**config.mk**
```make
export PLATFORM = sky130hd
export DESIGN_NAME = shared_gpio_port
export DESIGN_NICKNAME = d
export VERILOG_FILES = /design/src/hdl/gpio_port_pkg.sv /design/src/hdl/shared_gpio_port.sv /design/src/hdl/pin_sampler.sv /design/src/hdl/pad_driver.sv
export SDC_FILE = /design/constraint.sdc
export NUM_CORES = 1
export LEC_CHECK = 0
export BUFFER_PORTS_ARGS = -buffer_cell sky130_fd_sc_hd__clkbuf_2
export CAP_MARGIN = 20
export CORE_AREA = 3 3 281 283
export CTS_BUF_LIST = sky130_fd_sc_hd__clkbuf_8
export CTS_CLUSTER_DIAMETER = 30
export DETAILED_ROUTE_END_ITERATION = 12
export DIE_AREA = 0 0 284 286
export GPL_TIMING_DRIVEN = 0
export HOLD_SLACK_MARGIN = 0.02
export MAX_ROUTING_LAYER = met4
export PLACE_DENSITY = 0.49
export SETUP_SLACK_MARGIN = 0.05
export SLEW_MARGIN = 20
export SYNTH_ARGS = -nofsm -noshare
export SYNTH_HDL_FRONTEND = slang
export SYNTH_SLANG_ARGS = --single-unit
```
**constraint.sdc**
```tcl
create_clock -name clk_sys -period 2.97 [get_ports clk_sys]
set_input_delay 0.297 -clock clk_sys [delete_from_list [all_inputs] [get_ports clk_sys]]
set_output_delay 0.297 -clock clk_sys [all_outputs]
set_load 0.01 [all_outputs]
```
**src/hdl/gpio_port_pkg.sv**
```systemverilog
// Shared constants for the general-purpose port bank: register indices, masks, resets.
// Assumes one system clock and a simple single-cycle register port.
package gpio_port_pkg;

  localparam int NUM_BANKS = 7;
  localparam int BANK_W    = 16;
  localparam int ADDR_W    = 12;
  localparam int IDX_W     = 10;
  localparam int BANK_SEL_W = 3;

  // Register indices; the byte address is four times the index. Element 0 is bank A.
  localparam logic [NUM_BANKS-1:0][IDX_W-1:0] DIR_IDX = {
    10'h2E4, 10'h2EE, 10'h2D8, 10'h2D2, 10'h2CC, 10'h2C6, 10'h2C0
  };
  localparam logic [NUM_BANKS-1:0][IDX_W-1:0] PINS_IDX = {
    10'h2E6, 10'h2ED, 10'h2DA, 10'h2D4, 10'h2CE, 10'h2C8, 10'h2C2
  };
  localparam logic [NUM_BANKS-1:0][IDX_W-1:0] LATCH_IDX = {
    10'h2E8, 10'h2E0, 10'h2DC, 10'h2D6, 10'h2D0, 10'h2CB, 10'h2C4
  };

  // Implemented pins of each bank; also the direction value after reset.
  localparam logic [NUM_BANKS-1:0][BANK_W-1:0] IMPL_MASK = {
    16'h03CC, 16'h007F, 16'h00FF, 16'h0FFF, 16'hE000, 16'hFFFF, 16'h0000
  };

  localparam logic [BANK_W-1:0] LATCH_RST = 16'h0000;
  localparam logic [BANK_W-1:0] PINS_RST  = 16'h0000;
  localparam logic [BANK_W-1:0] RDATA_RST = 16'h0000;

  typedef enum logic [1:0] {
    KIND_DIR   = 2'b00,
    KIND_PINS  = 2'b01,
    KIND_LATCH = 2'b10,
    KIND_NONE  = 2'b11
  } reg_kind_t;

  function automatic logic [ADDR_W-1:0] byte_addr(input logic [IDX_W-1:0] idx);
    byte_addr = {idx, 2'b00};
  endfunction : byte_addr

endpackage : gpio_port_pkg

```
**src/hdl/shared_gpio_port.sv**
```systemverilog
// Top of the shared general-purpose port bank: registers, read port and per-bank pad logic.
// Assumes a single-cycle register master and pad inputs synchronous to clk_sys.
// Assumes bank g occupies bits g*16 up to g*16+15 of every flat pad bus.
//
// Design decision made here: strobed register access.
module shared_gpio_port
  import gpio_port_pkg::*;
#(
  parameter logic [NUM_BANKS-1:0][BANK_W-1:0] BANK_MASK = IMPL_MASK
) (
  input  wire logic                          clk_sys,
  input  wire logic                          rst_n,
  input  wire logic [ADDR_W-1:0]             reg_addr,
  input  wire logic [BANK_W-1:0]             reg_wdata,
  input  wire logic                          reg_write,
  input  wire logic                          reg_read,
  output logic      [BANK_W-1:0]             reg_rdata,
  input  wire logic [NUM_BANKS*BANK_W-1:0]   pad_in,
  output logic      [NUM_BANKS*BANK_W-1:0]   pad_out,
  output logic      [NUM_BANKS*BANK_W-1:0]   pad_oe,
  input  wire logic [NUM_BANKS*BANK_W-1:0]   periph_active,
  input  wire logic [NUM_BANKS*BANK_W-1:0]   periph_data,
  input  wire logic [NUM_BANKS*BANK_W-1:0]   analog_pin_config
);

  logic [NUM_BANKS-1:0][BANK_W-1:0] dir_q;
  logic [NUM_BANKS-1:0][BANK_W-1:0] lat_q;
  logic [NUM_BANKS-1:0][BANK_W-1:0] pins_q;
  logic [BANK_W-1:0]                rdata_q;
  logic [BANK_W-1:0]                rdata_d;
  reg_kind_t                        acc_kind;
  logic [BANK_SEL_W-1:0]            acc_bank;
  logic [BANK_SEL_W+1:0]            acc_dec;
  logic                             dir_wr;
  logic                             lat_wr;

  // Decodes a byte address into register kind and bank; unmatched gives none.
  function automatic logic [BANK_SEL_W+1:0] decode(input logic [ADDR_W-1:0] addr);
    logic [BANK_SEL_W+1:0] res;
    res = {KIND_NONE, {BANK_SEL_W{1'b0}}};
    case (addr)
      byte_addr(DIR_IDX[0]):   res = {KIND_DIR, 3'h0};
      byte_addr(DIR_IDX[1]):   res = {KIND_DIR, 3'h1};
      byte_addr(DIR_IDX[2]):   res = {KIND_DIR, 3'h2};
      byte_addr(DIR_IDX[3]):   res = {KIND_DIR, 3'h3};
      byte_addr(DIR_IDX[4]):   res = {KIND_DIR, 3'h4};
      byte_addr(DIR_IDX[5]):   res = {KIND_DIR, 3'h5};
      byte_addr(DIR_IDX[6]):   res = {KIND_DIR, 3'h6};
      byte_addr(PINS_IDX[0]):  res = {KIND_PINS, 3'h0};
      byte_addr(PINS_IDX[1]):  res = {KIND_PINS, 3'h1};
      byte_addr(PINS_IDX[2]):  res = {KIND_PINS, 3'h2};
      byte_addr(PINS_IDX[3]):  res = {KIND_PINS, 3'h3};
      byte_addr(PINS_IDX[4]):  res = {KIND_PINS, 3'h4};
      byte_addr(PINS_IDX[5]):  res = {KIND_PINS, 3'h5};
      byte_addr(PINS_IDX[6]):  res = {KIND_PINS, 3'h6};
      byte_addr(LATCH_IDX[0]): res = {KIND_LATCH, 3'h0};
      byte_addr(LATCH_IDX[1]): res = {KIND_LATCH, 3'h1};
      byte_addr(LATCH_IDX[2]): res = {KIND_LATCH, 3'h2};
      byte_addr(LATCH_IDX[3]): res = {KIND_LATCH, 3'h3};
      byte_addr(LATCH_IDX[4]): res = {KIND_LATCH, 3'h4};
      byte_addr(LATCH_IDX[5]): res = {KIND_LATCH, 3'h5};
      byte_addr(LATCH_IDX[6]): res = {KIND_LATCH, 3'h6};
      default: begin
        res = {KIND_NONE, {BANK_SEL_W{1'b0}}};
      end
    endcase
    return res;
  endfunction : decode

  always_comb begin
    acc_dec  = decode(reg_addr);
    acc_kind = reg_kind_t'(acc_dec[BANK_SEL_W+1:BANK_SEL_W]);
    acc_bank = acc_dec[BANK_SEL_W-1:0];
  end

  // Write strobes; a pin-value write is steered into the output latch.
  always_comb begin
    dir_wr = reg_write && (acc_kind == KIND_DIR);
    lat_wr = reg_write && (acc_kind == KIND_LATCH || acc_kind == KIND_PINS);
  end

  // Keeps only the implemented pins of the addressed bank.
  function automatic logic [BANK_W-1:0] impl_bits(input logic [BANK_W-1:0]     value,
                                                   input logic [BANK_SEL_W-1:0] bank);
    impl_bits = value & BANK_MASK[bank];
  endfunction : impl_bits

  // Direction registers.
  always_ff @(posedge clk_sys or negedge rst_n) begin
    if (!rst_n) begin
      dir_q <= BANK_MASK;
    end else if (dir_wr) begin
      dir_q[acc_bank] <= impl_bits(reg_wdata, acc_bank);
    end
  end

  // Output latches; a write to either the latch or the pin-value register lands here.
  always_ff @(posedge clk_sys or negedge rst_n) begin
    if (!rst_n) begin
      lat_q <= {NUM_BANKS{LATCH_RST}};
    end else if (lat_wr) begin
      lat_q[acc_bank] <= impl_bits(reg_wdata, acc_bank);
    end
  end

  // Read data multiplexer.
  always_comb begin
    rdata_d = RDATA_RST;
    if (reg_read) begin
      case (acc_kind)
        KIND_DIR: begin
          rdata_d = dir_q[acc_bank] & BANK_MASK[acc_bank];
        end
        KIND_PINS: begin
          rdata_d = pins_q[acc_bank];
        end
        KIND_LATCH: begin
          rdata_d = lat_q[acc_bank] & BANK_MASK[acc_bank];
        end
        default: begin
          rdata_d = RDATA_RST;
        end
      endcase
    end
  end

  // Read data stand for exactly the cycle after the read strobe.
  always_ff @(posedge clk_sys or negedge rst_n) begin
    if (!rst_n) begin
      rdata_q <= RDATA_RST;
    end else begin
      rdata_q <= rdata_d;
    end
  end

  assign reg_rdata = rdata_q;

  // Pad sampling and output multiplexing, one pair of instances per bank.
  // Bank A pin-value sampling.
  pin_sampler #(
    .W    (BANK_W),
    .MASK (BANK_MASK[0])
  ) sampler_a (
    .clk_sys    (clk_sys),
    .rst_n      (rst_n),
    .pad_in     (pad_in[0*BANK_W +: BANK_W]),
    .analog_sel (analog_pin_config[0*BANK_W +: BANK_W]),
    .pins_q     (pins_q[0])
  );

  // Bank A output multiplexers.
  pad_driver #(
    .W    (BANK_W),
    .MASK (BANK_MASK[0])
  ) driver_a (
    .clk_sys       (clk_sys),
    .rst_n         (rst_n),
    .dir           (dir_q[0]),
    .lat           (lat_q[0]),
    .periph_active (periph_active[0*BANK_W +: BANK_W]),
    .periph_data   (periph_data[0*BANK_W +: BANK_W]),
    .pad_out_q     (pad_out[0*BANK_W +: BANK_W]),
    .pad_oe_q      (pad_oe[0*BANK_W +: BANK_W])
  );

  // Bank B pin-value sampling.
  pin_sampler #(
    .W    (BANK_W),
    .MASK (BANK_MASK[1])
  ) sampler_b (
    .clk_sys    (clk_sys),
    .rst_n      (rst_n),
    .pad_in     (pad_in[1*BANK_W +: BANK_W]),
    .analog_sel (analog_pin_config[1*BANK_W +: BANK_W]),
    .pins_q     (pins_q[1])
  );

  // Bank B output multiplexers.
  pad_driver #(
    .W    (BANK_W),
    .MASK (BANK_MASK[1])
  ) driver_b (
    .clk_sys       (clk_sys),
    .rst_n         (rst_n),
    .dir           (dir_q[1]),
    .lat           (lat_q[1]),
    .periph_active (periph_active[1*BANK_W +: BANK_W]),
    .periph_data   (periph_data[1*BANK_W +: BANK_W]),
    .pad_out_q     (pad_out[1*BANK_W +: BANK_W]),
    .pad_oe_q      (pad_oe[1*BANK_W +: BANK_W])
  );

  // Bank C pin-value sampling.
  pin_sampler #(
    .W    (BANK_W),
    .MASK (BANK_MASK[2])
  ) sampler_c (
    .clk_sys    (clk_sys),
    .rst_n      (rst_n),
    .pad_in     (pad_in[2*BANK_W +: BANK_W]),
    .analog_sel (analog_pin_config[2*BANK_W +: BANK_W]),
    .pins_q     (pins_q[2])
  );

  // Bank C output multiplexers.
  pad_driver #(
    .W    (BANK_W),
    .MASK (BANK_MASK[2])
  ) driver_c (
    .clk_sys       (clk_sys),
    .rst_n         (rst_n),
    .dir           (dir_q[2]),
    .lat           (lat_q[2]),
    .periph_active (periph_active[2*BANK_W +: BANK_W]),
    .periph_data   (periph_data[2*BANK_W +: BANK_W]),
    .pad_out_q     (pad_out[2*BANK_W +: BANK_W]),
    .pad_oe_q      (pad_oe[2*BANK_W +: BANK_W])
  );

  // Bank D pin-value sampling.
  pin_sampler #(
    .W    (BANK_W),
    .MASK (BANK_MASK[3])
  ) sampler_d (
    .clk_sys    (clk_sys),
    .rst_n      (rst_n),
    .pad_in     (pad_in[3*BANK_W +: BANK_W]),
    .analog_sel (analog_pin_config[3*BANK_W +: BANK_W]),
    .pins_q     (pins_q[3])
  );

  // Bank D output multiplexers.
  pad_driver #(
    .W    (BANK_W),
    .MASK (BANK_MASK[3])
  ) driver_d (
    .clk_sys       (clk_sys),
    .rst_n         (rst_n),
    .dir           (dir_q[3]),
    .lat           (lat_q[3]),
    .periph_active (periph_active[3*BANK_W +: BANK_W]),
    .periph_data   (periph_data[3*BANK_W +: BANK_W]),
    .pad_out_q     (pad_out[3*BANK_W +: BANK_W]),
    .pad_oe_q      (pad_oe[3*BANK_W +: BANK_W])
  );

  // Bank E pin-value sampling.
  pin_sampler #(
    .W    (BANK_W),
    .MASK (BANK_MASK[4])
  ) sampler_e (
    .clk_sys    (clk_sys),
    .rst_n      (rst_n),
    .pad_in     (pad_in[4*BANK_W +: BANK_W]),
    .analog_sel (analog_pin_config[4*BANK_W +: BANK_W]),
    .pins_q     (pins_q[4])
  );

  // Bank E output multiplexers.
  pad_driver #(
    .W    (BANK_W),
    .MASK (BANK_MASK[4])
  ) driver_e (
    .clk_sys       (clk_sys),
    .rst_n         (rst_n),
    .dir           (dir_q[4]),
    .lat           (lat_q[4]),
    .periph_active (periph_active[4*BANK_W +: BANK_W]),
    .periph_data   (periph_data[4*BANK_W +: BANK_W]),
    .pad_out_q     (pad_out[4*BANK_W +: BANK_W]),
    .pad_oe_q      (pad_oe[4*BANK_W +: BANK_W])
  );

  // Bank F pin-value sampling.
  pin_sampler #(
    .W    (BANK_W),
    .MASK (BANK_MASK[5])
  ) sampler_f (
    .clk_sys    (clk_sys),
    .rst_n      (rst_n),
    .pad_in     (pad_in[5*BANK_W +: BANK_W]),
    .analog_sel (analog_pin_config[5*BANK_W +: BANK_W]),
    .pins_q     (pins_q[5])
  );

  // Bank F output multiplexers.
  pad_driver #(
    .W    (BANK_W),
    .MASK (BANK_MASK[5])
  ) driver_f (
    .clk_sys       (clk_sys),
    .rst_n         (rst_n),
    .dir           (dir_q[5]),
    .lat           (lat_q[5]),
    .periph_active (periph_active[5*BANK_W +: BANK_W]),
    .periph_data   (periph_data[5*BANK_W +: BANK_W]),
    .pad_out_q     (pad_out[5*BANK_W +: BANK_W]),
    .pad_oe_q      (pad_oe[5*BANK_W +: BANK_W])
  );

  // Bank G pin-value sampling.
  pin_sampler #(
    .W    (BANK_W),
    .MASK (BANK_MASK[6])
  ) sampler_g (
    .clk_sys    (clk_sys),
    .rst_n      (rst_n),
    .pad_in     (pad_in[6*BANK_W +: BANK_W]),
    .analog_sel (analog_pin_config[6*BANK_W +: BANK_W]),
    .pins_q     (pins_q[6])
  );

  // Bank G output multiplexers.
  pad_driver #(
    .W    (BANK_W),
    .MASK (BANK_MASK[6])
  ) driver_g (
    .clk_sys       (clk_sys),
    .rst_n         (rst_n),
    .dir           (dir_q[6]),
    .lat           (lat_q[6]),
    .periph_active (periph_active[6*BANK_W +: BANK_W]),
    .periph_data   (periph_data[6*BANK_W +: BANK_W]),
    .pad_out_q     (pad_out[6*BANK_W +: BANK_W]),
    .pad_oe_q      (pad_oe[6*BANK_W +: BANK_W])
  );

endmodule : shared_gpio_port

```
**src/hdl/pin_sampler.sv**
```systemverilog
// Samples one bank of pad levels into the pin-value register every clock.
// Assumes pad inputs are already synchronous to clk_sys.
module pin_sampler
  import gpio_port_pkg::*;
#(
  parameter int              W    = 16,
  parameter logic [W-1:0]    MASK = '1
) (
  input  wire logic          clk_sys,
  input  wire logic          rst_n,
  input  wire logic [W-1:0]  pad_in,
  input  wire logic [W-1:0]  analog_sel,
  output logic      [W-1:0]  pins_q
);

  always_ff @(posedge clk_sys or negedge rst_n) begin
    if (!rst_n) begin
      pins_q <= '0;
    end else begin
      pins_q <= pad_in & ~analog_sel & MASK;
    end
  end

endmodule : pin_sampler

```
**src/hdl/pad_driver.sv**
```systemverilog
// Output data and enable multiplexers for one bank of shared pads, registered.
// Assumes the peripheral raises its active bit for every pin it currently drives.
module pad_driver
  import gpio_port_pkg::*;
#(
  parameter int              W    = 16,
  parameter logic [W-1:0]    MASK = '1
) (
  input  wire logic          clk_sys,
  input  wire logic          rst_n,
  input  wire logic [W-1:0]  dir,
  input  wire logic [W-1:0]  lat,
  input  wire logic [W-1:0]  periph_active,
  input  wire logic [W-1:0]  periph_data,
  output logic      [W-1:0]  pad_out_q,
  output logic      [W-1:0]  pad_oe_q
);

  // A pin with only an input-side peripheral never raises active, so the port owns it.
  always_ff @(posedge clk_sys or negedge rst_n) begin
    if (!rst_n) begin
      pad_out_q <= '0;
      pad_oe_q  <= '0;
    end else begin
      pad_out_q <= ((periph_active & periph_data) | (~periph_active & lat)) & MASK;
      pad_oe_q  <= (periph_active | ~dir) & MASK;
    end
  end

endmodule : pad_driver

```
Yosys cells after proc, flatten, opt, wreduce, memory -nomap -nowiden

Memory sizes are Yosys's and may differ from the RTL's.
Cells that the tools add are included.

Word-level logic and storage cells: 129
Bits in registers: 396
Memories: 1
Input port bits: 480
Bits in read-only memories: 128
Output and inout port bits: 240

Memories:

| name            | words | width | read ports | clocked after memory_dff | write ports | line                    | source |
|---|---|---|---|---|---|---|---|
| (no name shown) | 8     | 16    | 1          | 0                        | 0           | shared_gpio_port.sv:118 | `rdata_d = lat_q[acc_bank] & BANK_MASK[acc_bank];` |

Mux-type cells: 14
Equal/unequal tests: 23
Bitwise operators: 51
$lt $le $gt $ge: 2
Reductions and logical operators: 5

Operators by type and width:

| kind                   | count |
|---|---|
| $eq A12 B12 Y1 const B | 21 |
| $bwmux W112            | 2 |
| $and A16 B16 Y16       | 9 |
| $bmux W16 S3           | 3 |
| $pmux W5 S21           | 1 |
| $mux W16               | 6 |
| $not A16 Y16           | 6 |
| $or A16 B16 Y16        | 4 |
| $demux W16 S3          | 1 |
| $pmux W16 S3           | 1 |
| $and A12 B12 Y12       | 3 |
| $not A12 Y12           | 3 |
| $and A10 B10 Y10       | 3 |
| $not A10 Y10           | 3 |
| $and A8 B8 Y8          | 3 |
| $not A8 Y8             | 3 |
| $or A12 B12 Y12        | 2 |
| $and A7 B7 Y7          | 3 |
| $not A7 Y7             | 3 |
| $or A10 B10 Y10        | 2 |
| $or A8 B8 Y8           | 2 |
| $or A7 B7 Y7           | 2 |
| $lt A3 B4 Y1 const B   | 1 |
| $ge A3 B1 Y1 const B   | 1 |
| other kinds (5)        | 7 |

Depth between registers and ports, before layout

Gate-level depths: netlist of the first run.

Word-level depth: 7
Depth in mapped cells: 16
Depth with buffers taken out: 13

Cells and area by module

A second synthesis of the first run with hierarchy kept.

Cell total of the unflattened synthesis: 1808
Area total of the unflattened synthesis: 18993.2 µm²

Modules (own cells, without submodules):

| module                   | area an instance (µm²) | seq. area each (µm²) | times used | cells an instance |
|---|---|---|---|---|
| shared_gpio_port         | 11871.4                | 6070.8               | 1          | 1304 |
| pad_driver at driver_b   | 1141.1                 | 800.8                | 1          | 64 |
| pad_driver at driver_d   | 919.6                  | 600.6                | 1          | 57 |
| pad_driver at driver_e   | 694.4                  | 400.4                | 1          | 49 |
| pad_driver at driver_f   | 638.1                  | 350.3                | 1          | 47 |
| pin_sampler at sampler_b | 620.6                  | 400.4                | 1          | 32 |
| pad_driver at driver_g   | 581.8                  | 300.3                | 1          | 45 |
| pin_sampler at sampler_d | 499.2                  | 300.3                | 1          | 29 |
| pad_driver at driver_c   | 412.9                  | 150.1                | 1          | 39 |
| pin_sampler at sampler_e | 374.1                  | 200.2                | 1          | 25 |
| pin_sampler at sampler_f | 342.8                  | 175.2                | 1          | 24 |
| pin_sampler at sampler_g | 311.5                  | 150.1                | 1          | 23 |
| pad_driver at driver_a   | 244.0                  | 0.0                  | 1          | 33 |
| pin_sampler at sampler_c | 217.7                  | 75.1                 | 1          | 20 |
| pin_sampler at sampler_a | 123.9                  | 0.0                  | 1          | 17 |

Worst setup path after synthesis of the first run

Ideal clock, no wire load.

Path kind: input -> register
Start: in reg_addr[3]
End: reg rdata_q[0], in the netlist reg_rdata[0]
Setup slack: -291 ps
Stages on the path: 14
Setup time: 91 ps
Arrival: 3170 ps
Required time: 2879 ps
Cell sequence: buf_4 -> or4_4 -> nor2_1 -> nand2_1 -> o31a_1 -> o211ai_1 -> a211oi_1 -> or3_1 -> ha_1 -> nor2b_1 -> nand3_2 -> nor3_1 -> o221ai_1 -> o221ai_1

Cells in the longest elaborated chain, start to end: 7
Elaborated cells between the ends (all ways): 37
Classes of those cells: 23 x eq/ne; 10 x mux; 2 x bitwise; 1 x reduce/logical; 1 x memory

Ends and longest elaborated chain:

| item                                   | line                                             | source |
|---|---|---|
| start: declaration                     | shared_gpio_port.sv:13                           | `input wire logic [ADDR_W-1:0] reg_addr,` |
| $eq A12 B12 Y1                         | shared_gpio_port.sv:41                           | `case (addr)` |
| $pmux W5 S21 (*)                       | shared_gpio_port.sv:41                           |  |
| $mem_v2 Z8 W16 (tied with other cells) | --                                               |  |
| $mux W16 (on tied branches)            | shared_gpio_port.sv:118, shared_gpio_port.sv:112 |  |
| $and A16 B16 Y16 (on tied branches)    | shared_gpio_port.sv:118, shared_gpio_port.sv:112 |  |
| $pmux W16 S3 (*)                       | shared_gpio_port.sv:110                          | `case (acc_kind)` |
| $mux W16 (*)                           | shared_gpio_port.sv:109                          | `if (reg_read) begin` |
| via rdata_d[0]                         | shared_gpio_port.sv:30                           | `logic [BANK_W-1:0] rdata_d;` |
| end signal: assignment                 | shared_gpio_port.sv:132                          | `rdata_q <= rdata_d;` |
| end: declaration                       | shared_gpio_port.sv:29                           | `logic [BANK_W-1:0] rdata_q;` |

The timed path passes the listed nets; every way through them passes the cells marked *. The select of a mux whose other input is x is not followed.
A chain may end at the register's enable or synchronous reset.

Worst setup path in the final report of the first run

Start: in reg_addr[3]
End: reg dir_q[76] (netlist name)

Cells in the longest elaborated chain, start to end: 7
Elaborated cells between the ends (all ways): 33
Classes of those cells: 2 x order compare; 21 x eq/ne; 5 x mux; 1 x bitwise; 3 x reduce/logical; 1 x memory

Ends and longest elaborated chain:

| item                                                               | line                   | source |
|---|---|---|
| $eq A12 B12 Y1                                                     | shared_gpio_port.sv:41 |  |
| $pmux W5 S21 (*)                                                   | shared_gpio_port.sv:41 |  |
| $lt A3 B4 Y1 (implied by the code) or $ge A3 B1 Y1 (tied branches) | shared_gpio_port.sv:93 | `dir_q[acc_bank] <= impl_bits(reg_wdata, acc_bank);` |
| $logic_and A1 B1 Y1 (implied by the code)                          | shared_gpio_port.sv:93 |  |
| $mux W16 (implied by the code)                                     | shared_gpio_port.sv:93 |  |
| $demux W16 S3                                                      | shared_gpio_port.sv:93 |  |
| $bwmux W112                                                        | shared_gpio_port.sv:93 |  |
| end signal: indexed assignment                                     | shared_gpio_port.sv:93 |  |
| end: declaration                                                   | shared_gpio_port.sv:26 | `logic [NUM_BANKS-1:0][BANK_W-1:0] dir_q;` |

Mark *: on every way between the ends. The rest lies on a longest branch, timed or not. The select of a mux whose other input is x is not followed.

==> run summary, run 1 <==
status -> complete, no violations
# IOs -> 720
Die W -> 284 um
Net Sw Power -> 3.142 mW
post-route antenna net violation count -> 0
predominant post-synthesis flop cell -> dfrtp_1
CP Capture Type -> flip-flop
Synth area leaders -> dfrtp_1, dfstp_2, buf_4, mux2_2, nand2_1
final setup margin -> 0.1034 ns
H-tree depth -> 3
sequential fraction of the synthesis area -> 0.5536
end of the worst hold path -> dir_q[30]$_DFFE_PN1P_
mapped cell area -> 15710 um2
ys async rst share -> 1.000
hold slack -> 0.08577 ns
CTS tree -> built
Metal-1 WL -> 29.64 mm
WL met2 -> 32.19 mm
EDFF count, synth -> 0
VDD IR max -> 0.2964 mV
Switching Share -> 0.2220
max-cap viol count -> 0
highest routed layer -> met4
RSZ-0062 raised after global routing -> false
critical path peak fanout -> 8
Initial Util -> 0.2042
Reg2Reg Setup Slack -> 1.36 ns
All-Layer GR Usage -> 0.1752
core area -> 76960 um2
via count -> 14482
Lkg Pwr -> 11.39 nW
root buffer cell -> clkbuf_8
Slew Viols, Final -> 0
critical path startpoint category -> primary input
Worst-Skew Late Latency -> 0.72 ns
Avg Inst Size Synth -> 10.87 um2
RR Startpoint -> lat_q[31]$_DFFE_PN0P_
Clock Path Buffers -> 3
IO Port Bufs -> 358
worst-margin pin slew -> 0.9520 ns
cell area power density -> 566.9 nW/um2
Crit path largest cell delay -> 0.58 ns
final wirelength -> 71.24 mm
first-pass GRT wire length -> 100.9 mm
metal3 WL -> 7.091 mm
share of layout cells above drive strength 1 -> 0.4009
vias per cell -> 4.267
Area Overhead vs Synth -> 58.89%
Ys Warns -> 0
Worst EP required -> 3.55 ns
depth of the worst register-to-register path -> 4
Seq pwr share -> 0.341
fin nets -> 2750
Setup Viol. Count Final -> 0
FP Rows -> 102
max frequency -> 348.8 MHz
dpl cells -> 2968
Cells after Synth -> 1446
initial antenna violation count -> 15
clock-pin slew on the worst setup and hold paths -> 0.06 ns
min-delay src -> reg_wdata[14]
RD Place Congestion -> 0.9128
fin crit period -> 2.867 ns
hold crit path type -> primary input to flip-flop
clk_skew -> 0.04553 ns
Netlist cell types -> 90
crit path DAT -> 3.45 ns
area leader, netlist -> dfrtp_1
largest net degree at the start of global routing -> 79
Avg WL per Cell -> 20.99 um
vias in the first global route -> 14833
# DRC -> 0
post-place setup slack -> -1.191 ns
Final Hold Vio Count -> 0
RR Endpoint -> reg_rdata[15]$_DFF_PN0_
DP HPWL -> 53.10 mm
drt first pass iters -> 5
final core occ -> 0.3244
Overflow after GRT -> 0
fin crit share -> 0.9652
top-area cell type share of the netlist area -> 0.4667
Pint -> 11.01 mW
ordered cell list for the critical path -> buf_6 -> buf_8 -> or4_4 -> nor2_4 -> nand2_2 -> o31a_1 -> o211ai_1 -> a211oi_1 -> or3_4 -> inv_1 -> ha_1 -> and2_1 -> clkbuf_8 -> nand2_1 -> buf_2 -> and2_1
critical path class -> primary input to flip-flop
fin cells -> 3394
DRT iter0 DRCs -> 930
Comb pwr share -> 0.070
Worst path most repeated cell -> and2_1
Max-slew headroom -> 0.3653
clock sink count -> 345
clock share of power -> 0.590
Slowest cell on crit path -> or4_4
Die Y -> 286 um
Num CTS Buffers -> 95
fill count -> 7856
Seq cells post-synth -> 345
Die ar. -> 81220 um2
worst hold stages -> 3
## cells in the final DEF (no fill, tap or decap), drive strengths merged, types with 4 or more instances in the layout
| cell type | count |
|---|---|
| a211o | 4 |
| bufinv | 24 |
| and3 | 4 |
| ha | 5 |
| diode | 9 |
| o22ai | 11 |
| clkinv | 15 |
| buf | 204 |
| mux2i | 26 |
| nand4 | 8 |
| a211oi | 8 |
| a22oi | 4 |
| a31oi | 16 |
| o221ai | 9 |
| nand2b | 55 |
| a21oi | 40 |
| nor3 | 14 |
| nand2 | 198 |
| nand4b | 4 |
| clkbuf | 494 |
| a221oi | 5 |
| dfstp | 52 |
| dlygate4sd3 | 220 |
| conb | 120 |
| mux2 | 68 |
| o211ai | 4 |
| inv | 27 |
| nor2 | 43 |
| dfrtp | 293 |
| mux4 | 6 |
| clkinvlp | 4 |
| nand3 | 37 |
| and2 | 49 |
| a21o | 5 |
| nor2b | 59 |
| o21ai | 151 |
## critical path, delay by kind of cell
kind	cells	cell delay, ns
AO/OA/AOI/OAI	3	0.44
buffers and inverters	5	0.85
adder cells (fa/ha/maj)	1	0.15
AND/OR/NAND/NOR	7	1.70
## per-layer routing
metal	vias up	GRT usage
met5	-	-
met4	0	0.06173
met3	130	0.05490
met2	840	0.2687
met1	7049	0.2180
li1	6463	-
## power groups by stage
stage               Sequential [mW]  Combinational (mW)  Clock (mW)
detailed placement             4.89               0.741           0
floorplan                      4.90               0.337           0
CTS                            4.82               0.974        8.55
finish                         4.82               0.984        8.35
global route                   4.82                1.08        8.80
global placement               4.89               0.713           0
## registers in the layout (all words and copies together) (netlist names), 8 cells and up
register            count
reg_rdata              16
driver_e.pad_oe_q       8
driver_d.pad_oe_q      12
driver_d.pad_out_q     12
driver_b.pad_oe_q      16
sampler_e.pins_q        8
sampler_b.pins_q       16
lat_q                  84
driver_e.pad_out_q      8
sampler_d.pins_q       12
dir_q                  89
driver_b.pad_out_q     16
## through the flow
step | area [um2] | total power [mW] | setup TNS (ns)
floorplan | 16400 | 5.236 | -1.978
global placement | 19490 | 5.607 | -2106.74
detailed placement | 19620 | 5.634 | -145.65
CTS | 24590 | 14.34 | 0
global route | 24960 | 14.70 | 0
finish | 24960 | 14.15 | 0
## cell usage after synthesis (12+ instances only)
cell / number
dfrtp_1: 293
nand2_1: 196
o21ai_0: 141
buf_4: 131
mux2_2: 67
nor2b_1: 59
nand2b_1: 55
dfstp_2: 52
and2_1: 49
a21oi_1: 40
nor2_1: 38
nand3_1: 36
clkbuf_1: 34
mux2i_1: 26
buf_2: 22
a31oi_1: 15
nor3_1: 12
## worst max-delay path by stage
stage                     start                             to  cells past startpoint
finish              reg_addr[3]          dir_q[76]$_DFFE_PN0P_                     16
detailed placement  reg_addr[3]         reg_rdata[9]$_DFF_PN0_                     12
global placement          rst_n  sampler_b.pins_q[9]$_DFF_PN0_                      1
CTS                 reg_addr[2]        reg_rdata[13]$_DFF_PN0_                     16
global route        reg_addr[3]         reg_rdata[1]$_DFF_PN0_                     16
floorplan           reg_addr[2]          lat_q[26]$_DFFE_PN0P_                     14
## kinds of logic after synthesis
group / share of synthesized area
adder cells (fa/ha/maj): 0.003982
AND/OR/NAND/NOR: 0.1602
multiplexers: 0.07390
other: 0.0002387
XOR/XNOR: 0.001115
buffers and inverters: 0.08816
AO/OA/AOI/OAI: 0.1188
flip-flops: 0.5536
## final cells by class
cell class | instances | area (um2) | share of cell area
sequential | 345 | 8698 | 0.3484
timing repair buffer | 604 | 4333 | 0.1736
antenna | 9 | 22.52 | 0.0009022
buffer | 198 | 1580 | 0.06330
clock inverter | 61 | 963.4 | 0.03859
multi-input combinational | 1012 | 6427 | 0.2575
inverter | 9 | 41.29 | 0.001654
tap | 1040 | 1301 | 0.05213
clock buffer | 116 | 1597 | 0.06395
## repair_timing
item | CTS | global route
hold buffers | 220 | 0
resized for setup | 26 | 73
setup endpoints to repair | 138 | 122
gates cloned | 0 | 3
setup buffers | 10 | 8
endpoints found under the hold margin | 247 | 0
pin swaps | 5 | 17
(Power assumes the default switching activity.)
==> run 2, diff against run 1 <==
--- a/config.mk
+++ b/config.mk
@@ -16,6 +16,7 @@
 export HOLD_SLACK_MARGIN = 0.02
 export MAX_ROUTING_LAYER = met4
 export PLACE_DENSITY = 0.49
+export RECOVER_POWER = 50
 export SETUP_SLACK_MARGIN = 0.05
 export SLEW_MARGIN = 20
 export SYNTH_ARGS = -nofsm -noshare
==> run 2 against run 1 <==
Effect of this change: first-iteration DRC count decreased by 9.8%; count of clock-buffer cells in the layout unchanged; hold slack gained 0.0095 ns; maximum frequency grew 0.41%; global-route usage unchanged; critical path depth unchanged; total power fell by 0.13%; cell count is essentially flat; critical path type unchanged.
==> run summary, run 2 (synthesized netlist as in run 1, its figures left out) <==
crit path DAT -> 3.43 ns
RD Place Congestion -> 0.9128
met3 usage -> 0.05490
Die ar. -> 81220 um2
depth of the worst register-to-register path -> 4
end of the worst hold path -> dir_q[30]$_DFFE_PN1P_
critical path startpoint category -> primary input
RSZ-0062 raised after global routing -> false
commonest non-fill, non-tap cells in the layout -> dfrtp_1, clkbuf_2, dlygate4sd3_1, nand2_1, buf_4
Slew Viols, Final -> 0
CTS tree -> built
Pint -> 10.99 mW
overall power -> 14.13 mW
number of flip-flops in the largest register -> 89
final wirelength -> 71.18 mm
clock sink count -> 345
share of layout cells above drive strength 1 -> 0.3446
status -> complete, no violations
IO Port Bufs -> 358
met1 global-route usage -> 0.2180
drt first pass iters -> 5
worst-margin pin slew -> 0.9752 ns
Max-slew headroom -> 0.3499
max frequency -> 350.3 MHz
Reg2Reg Setup Slack -> 1.31 ns
# DRC -> 0
critical path peak fanout -> 8
via count -> 14377
cell area power density -> 568.8 nW/um2
All-Layer GR Usage -> 0.1752
root buffer cell -> clkbuf_8
RR Startpoint -> dir_q[48]$_DFFE_PN1P_
Net Sw Power -> 3.138 mW
met2 usage -> 0.2687
min-delay src -> reg_wdata[14]
# IOs -> 720
Overflow after GRT -> 0
Avg WL per Cell -> 20.96 um
vias in the first global route -> 14833
RR Endpoint -> reg_rdata[0]$_DFF_PN0_
post-place setup slack -> -1.191 ns
Comb pwr share -> 0.069
hold crit path type -> primary input to flip-flop
final setup margin -> 0.1150 ns
Worst-Skew Late Latency -> 0.71 ns
fin nets -> 2750
commonest non-fill, non-tap cell in the layout -> dfrtp_1
initial antenna violation count -> 15
total negative slack -> 0 ns
Switching Share -> 0.2221
vias per cell -> 4.235
post-route antenna net violation count -> 0
critical path class -> primary input to flip-flop
gr busiest metal -> met2
clock-pin slew on the worst setup and hold paths -> 0.06 ns
largest net degree at the start of global routing -> 79
DP HPWL -> 53.10 mm
first-pass GRT wire length -> 100.9 mm
FP Rows -> 102
Clock Path Buffers -> 3
worst hold stages -> 3
fin crit share -> 0.9613
Area Overhead vs Synth -> 58.14%
clk_skew -> 0.03974 ns
clock share of power -> 0.591
VDD IR max -> 0.2907 mV
Final Hold Vio Count -> 0
Die Y -> 286 um
Lkg Pwr -> 11.16 nW
Largest regs -> dir_q x89, lat_q x84
Die W -> 284 um
DRT iter0 DRCs -> 839
final instance area -> 24850 um2
placed cell areas -> 19620 um2
core area -> 76960 um2
fill count -> 7891
Setup Viol. Count Final -> 0
CP Capture Type -> flip-flop
Initial Util -> 0.2042
Worst EP required -> 3.54 ns
H-tree depth -> 3
final core occ -> 0.3229
fin crit period -> 2.855 ns
Seq pwr share -> 0.341
Num CTS Buffers -> 95
crit path launch -> reg_addr[3]
max-cap viol count -> 0
Largest Register -> dir_q
==> run 2: cell count changes in the layout (fill, tap and decap cells not counted), sizes merged <==
cell,change
diode,+1
clkbuf,+1
buf,-1
==> run 2: through the flow <==
stage / instances / hold slack [ns]
3_3_place_gp: 2963 / 0.4551
4_1_cts: 3375 / 0.02208
5_1_grt: 3394 / 0.1026
6_report: 3395 / 0.09527
2_1_floorplan: 1565 / 0.001409
3_5_place_dp: 2968 / 0.3559
==> run 2: power groups by stage <==
| stage | combinational [mW] | sequential (mW) | clock (mW) |
|---|---|---|---|
| floorplan | 0.337 | 4.90 | 0 |
| global placement | 0.713 | 4.89 | 0 |
| detailed placement | 0.741 | 4.89 | 0 |
| CTS | 0.974 | 4.82 | 8.55 |
| global route | 1.07 | 4.82 | 8.80 |
| finish | 0.972 | 4.81 | 8.35 |
==> run 2: critical path: stages <==
cell and delay [ns]:
buf_6 0.11, buf_8 0.12, or4_4 0.58, nor2_4 0.12
nand2_2 0.06, o31a_1 0.11, o211ai_1 0.22, a211oi_1 0.11
or3_4 0.44, inv_1 0.14, ha_1 0.15, and2_1 0.13
clkbuf_8 0.19, nand2_1 0.16, buf_2 0.29, and2_1 0.18
==> run 2: metal layers <==
| metal | part of all wire | vias up |
|---|---|---|
| met2 | 0.45 | 756 |
| met1 | 0.41 | 7046 |
| met4 | 0.032 | 0 |
| met3 | 0.10 | 125 |
| li1 | - | 6450 |
| met5 | 0 | - |
==> run 2: worst max-delay path by stage <==
stage | end | slack (ns) | depth (start not counted)
2_1_floorplan | lat_q[26]$_DFFE_PN0P_ | -0.11 | 14
3_3_place_gp | sampler_b.pins_q[9]$_DFF_PN0_ | -6.13 | 1
3_5_place_dp | reg_rdata[9]$_DFF_PN0_ | -1.19 | 12
4_1_cts | reg_rdata[13]$_DFF_PN0_ | 0.05 | 16
5_1_grt | reg_rdata[1]$_DFF_PN0_ | 0.03 | 16
6_report | dir_q[76]$_DFFE_PN0P_ | 0.11 | 16
==> run 2: what timing repair did <==
| action | CTS | global route |
|---|---|---|
| endpoints found under the setup margin | 138 | 122 |
| endpoints found under the hold margin | 247 | 0 |
| hold buffers | 220 | 0 |
| pin swaps | 5 | 17 |
| setup buffers | 10 | 8 |
| gates resized for setup | 26 | 73 |
| cloned | 0 | 3 |
==> run 2: cell type report <==
type	instances	area [um2]	share of cell area
buffer	198	1580	0.06360
inverter	9	41.29	0.001662
antenna	10	25.02	0.001007
timing repair buffer	604	4213	0.1696
clock inverter	61	963.4	0.03878
sequential	345	8698	0.3501
clock buffer	116	1597	0.06426
multi-input combinational	1012	6427	0.2587
tap	1040	1301	0.05237
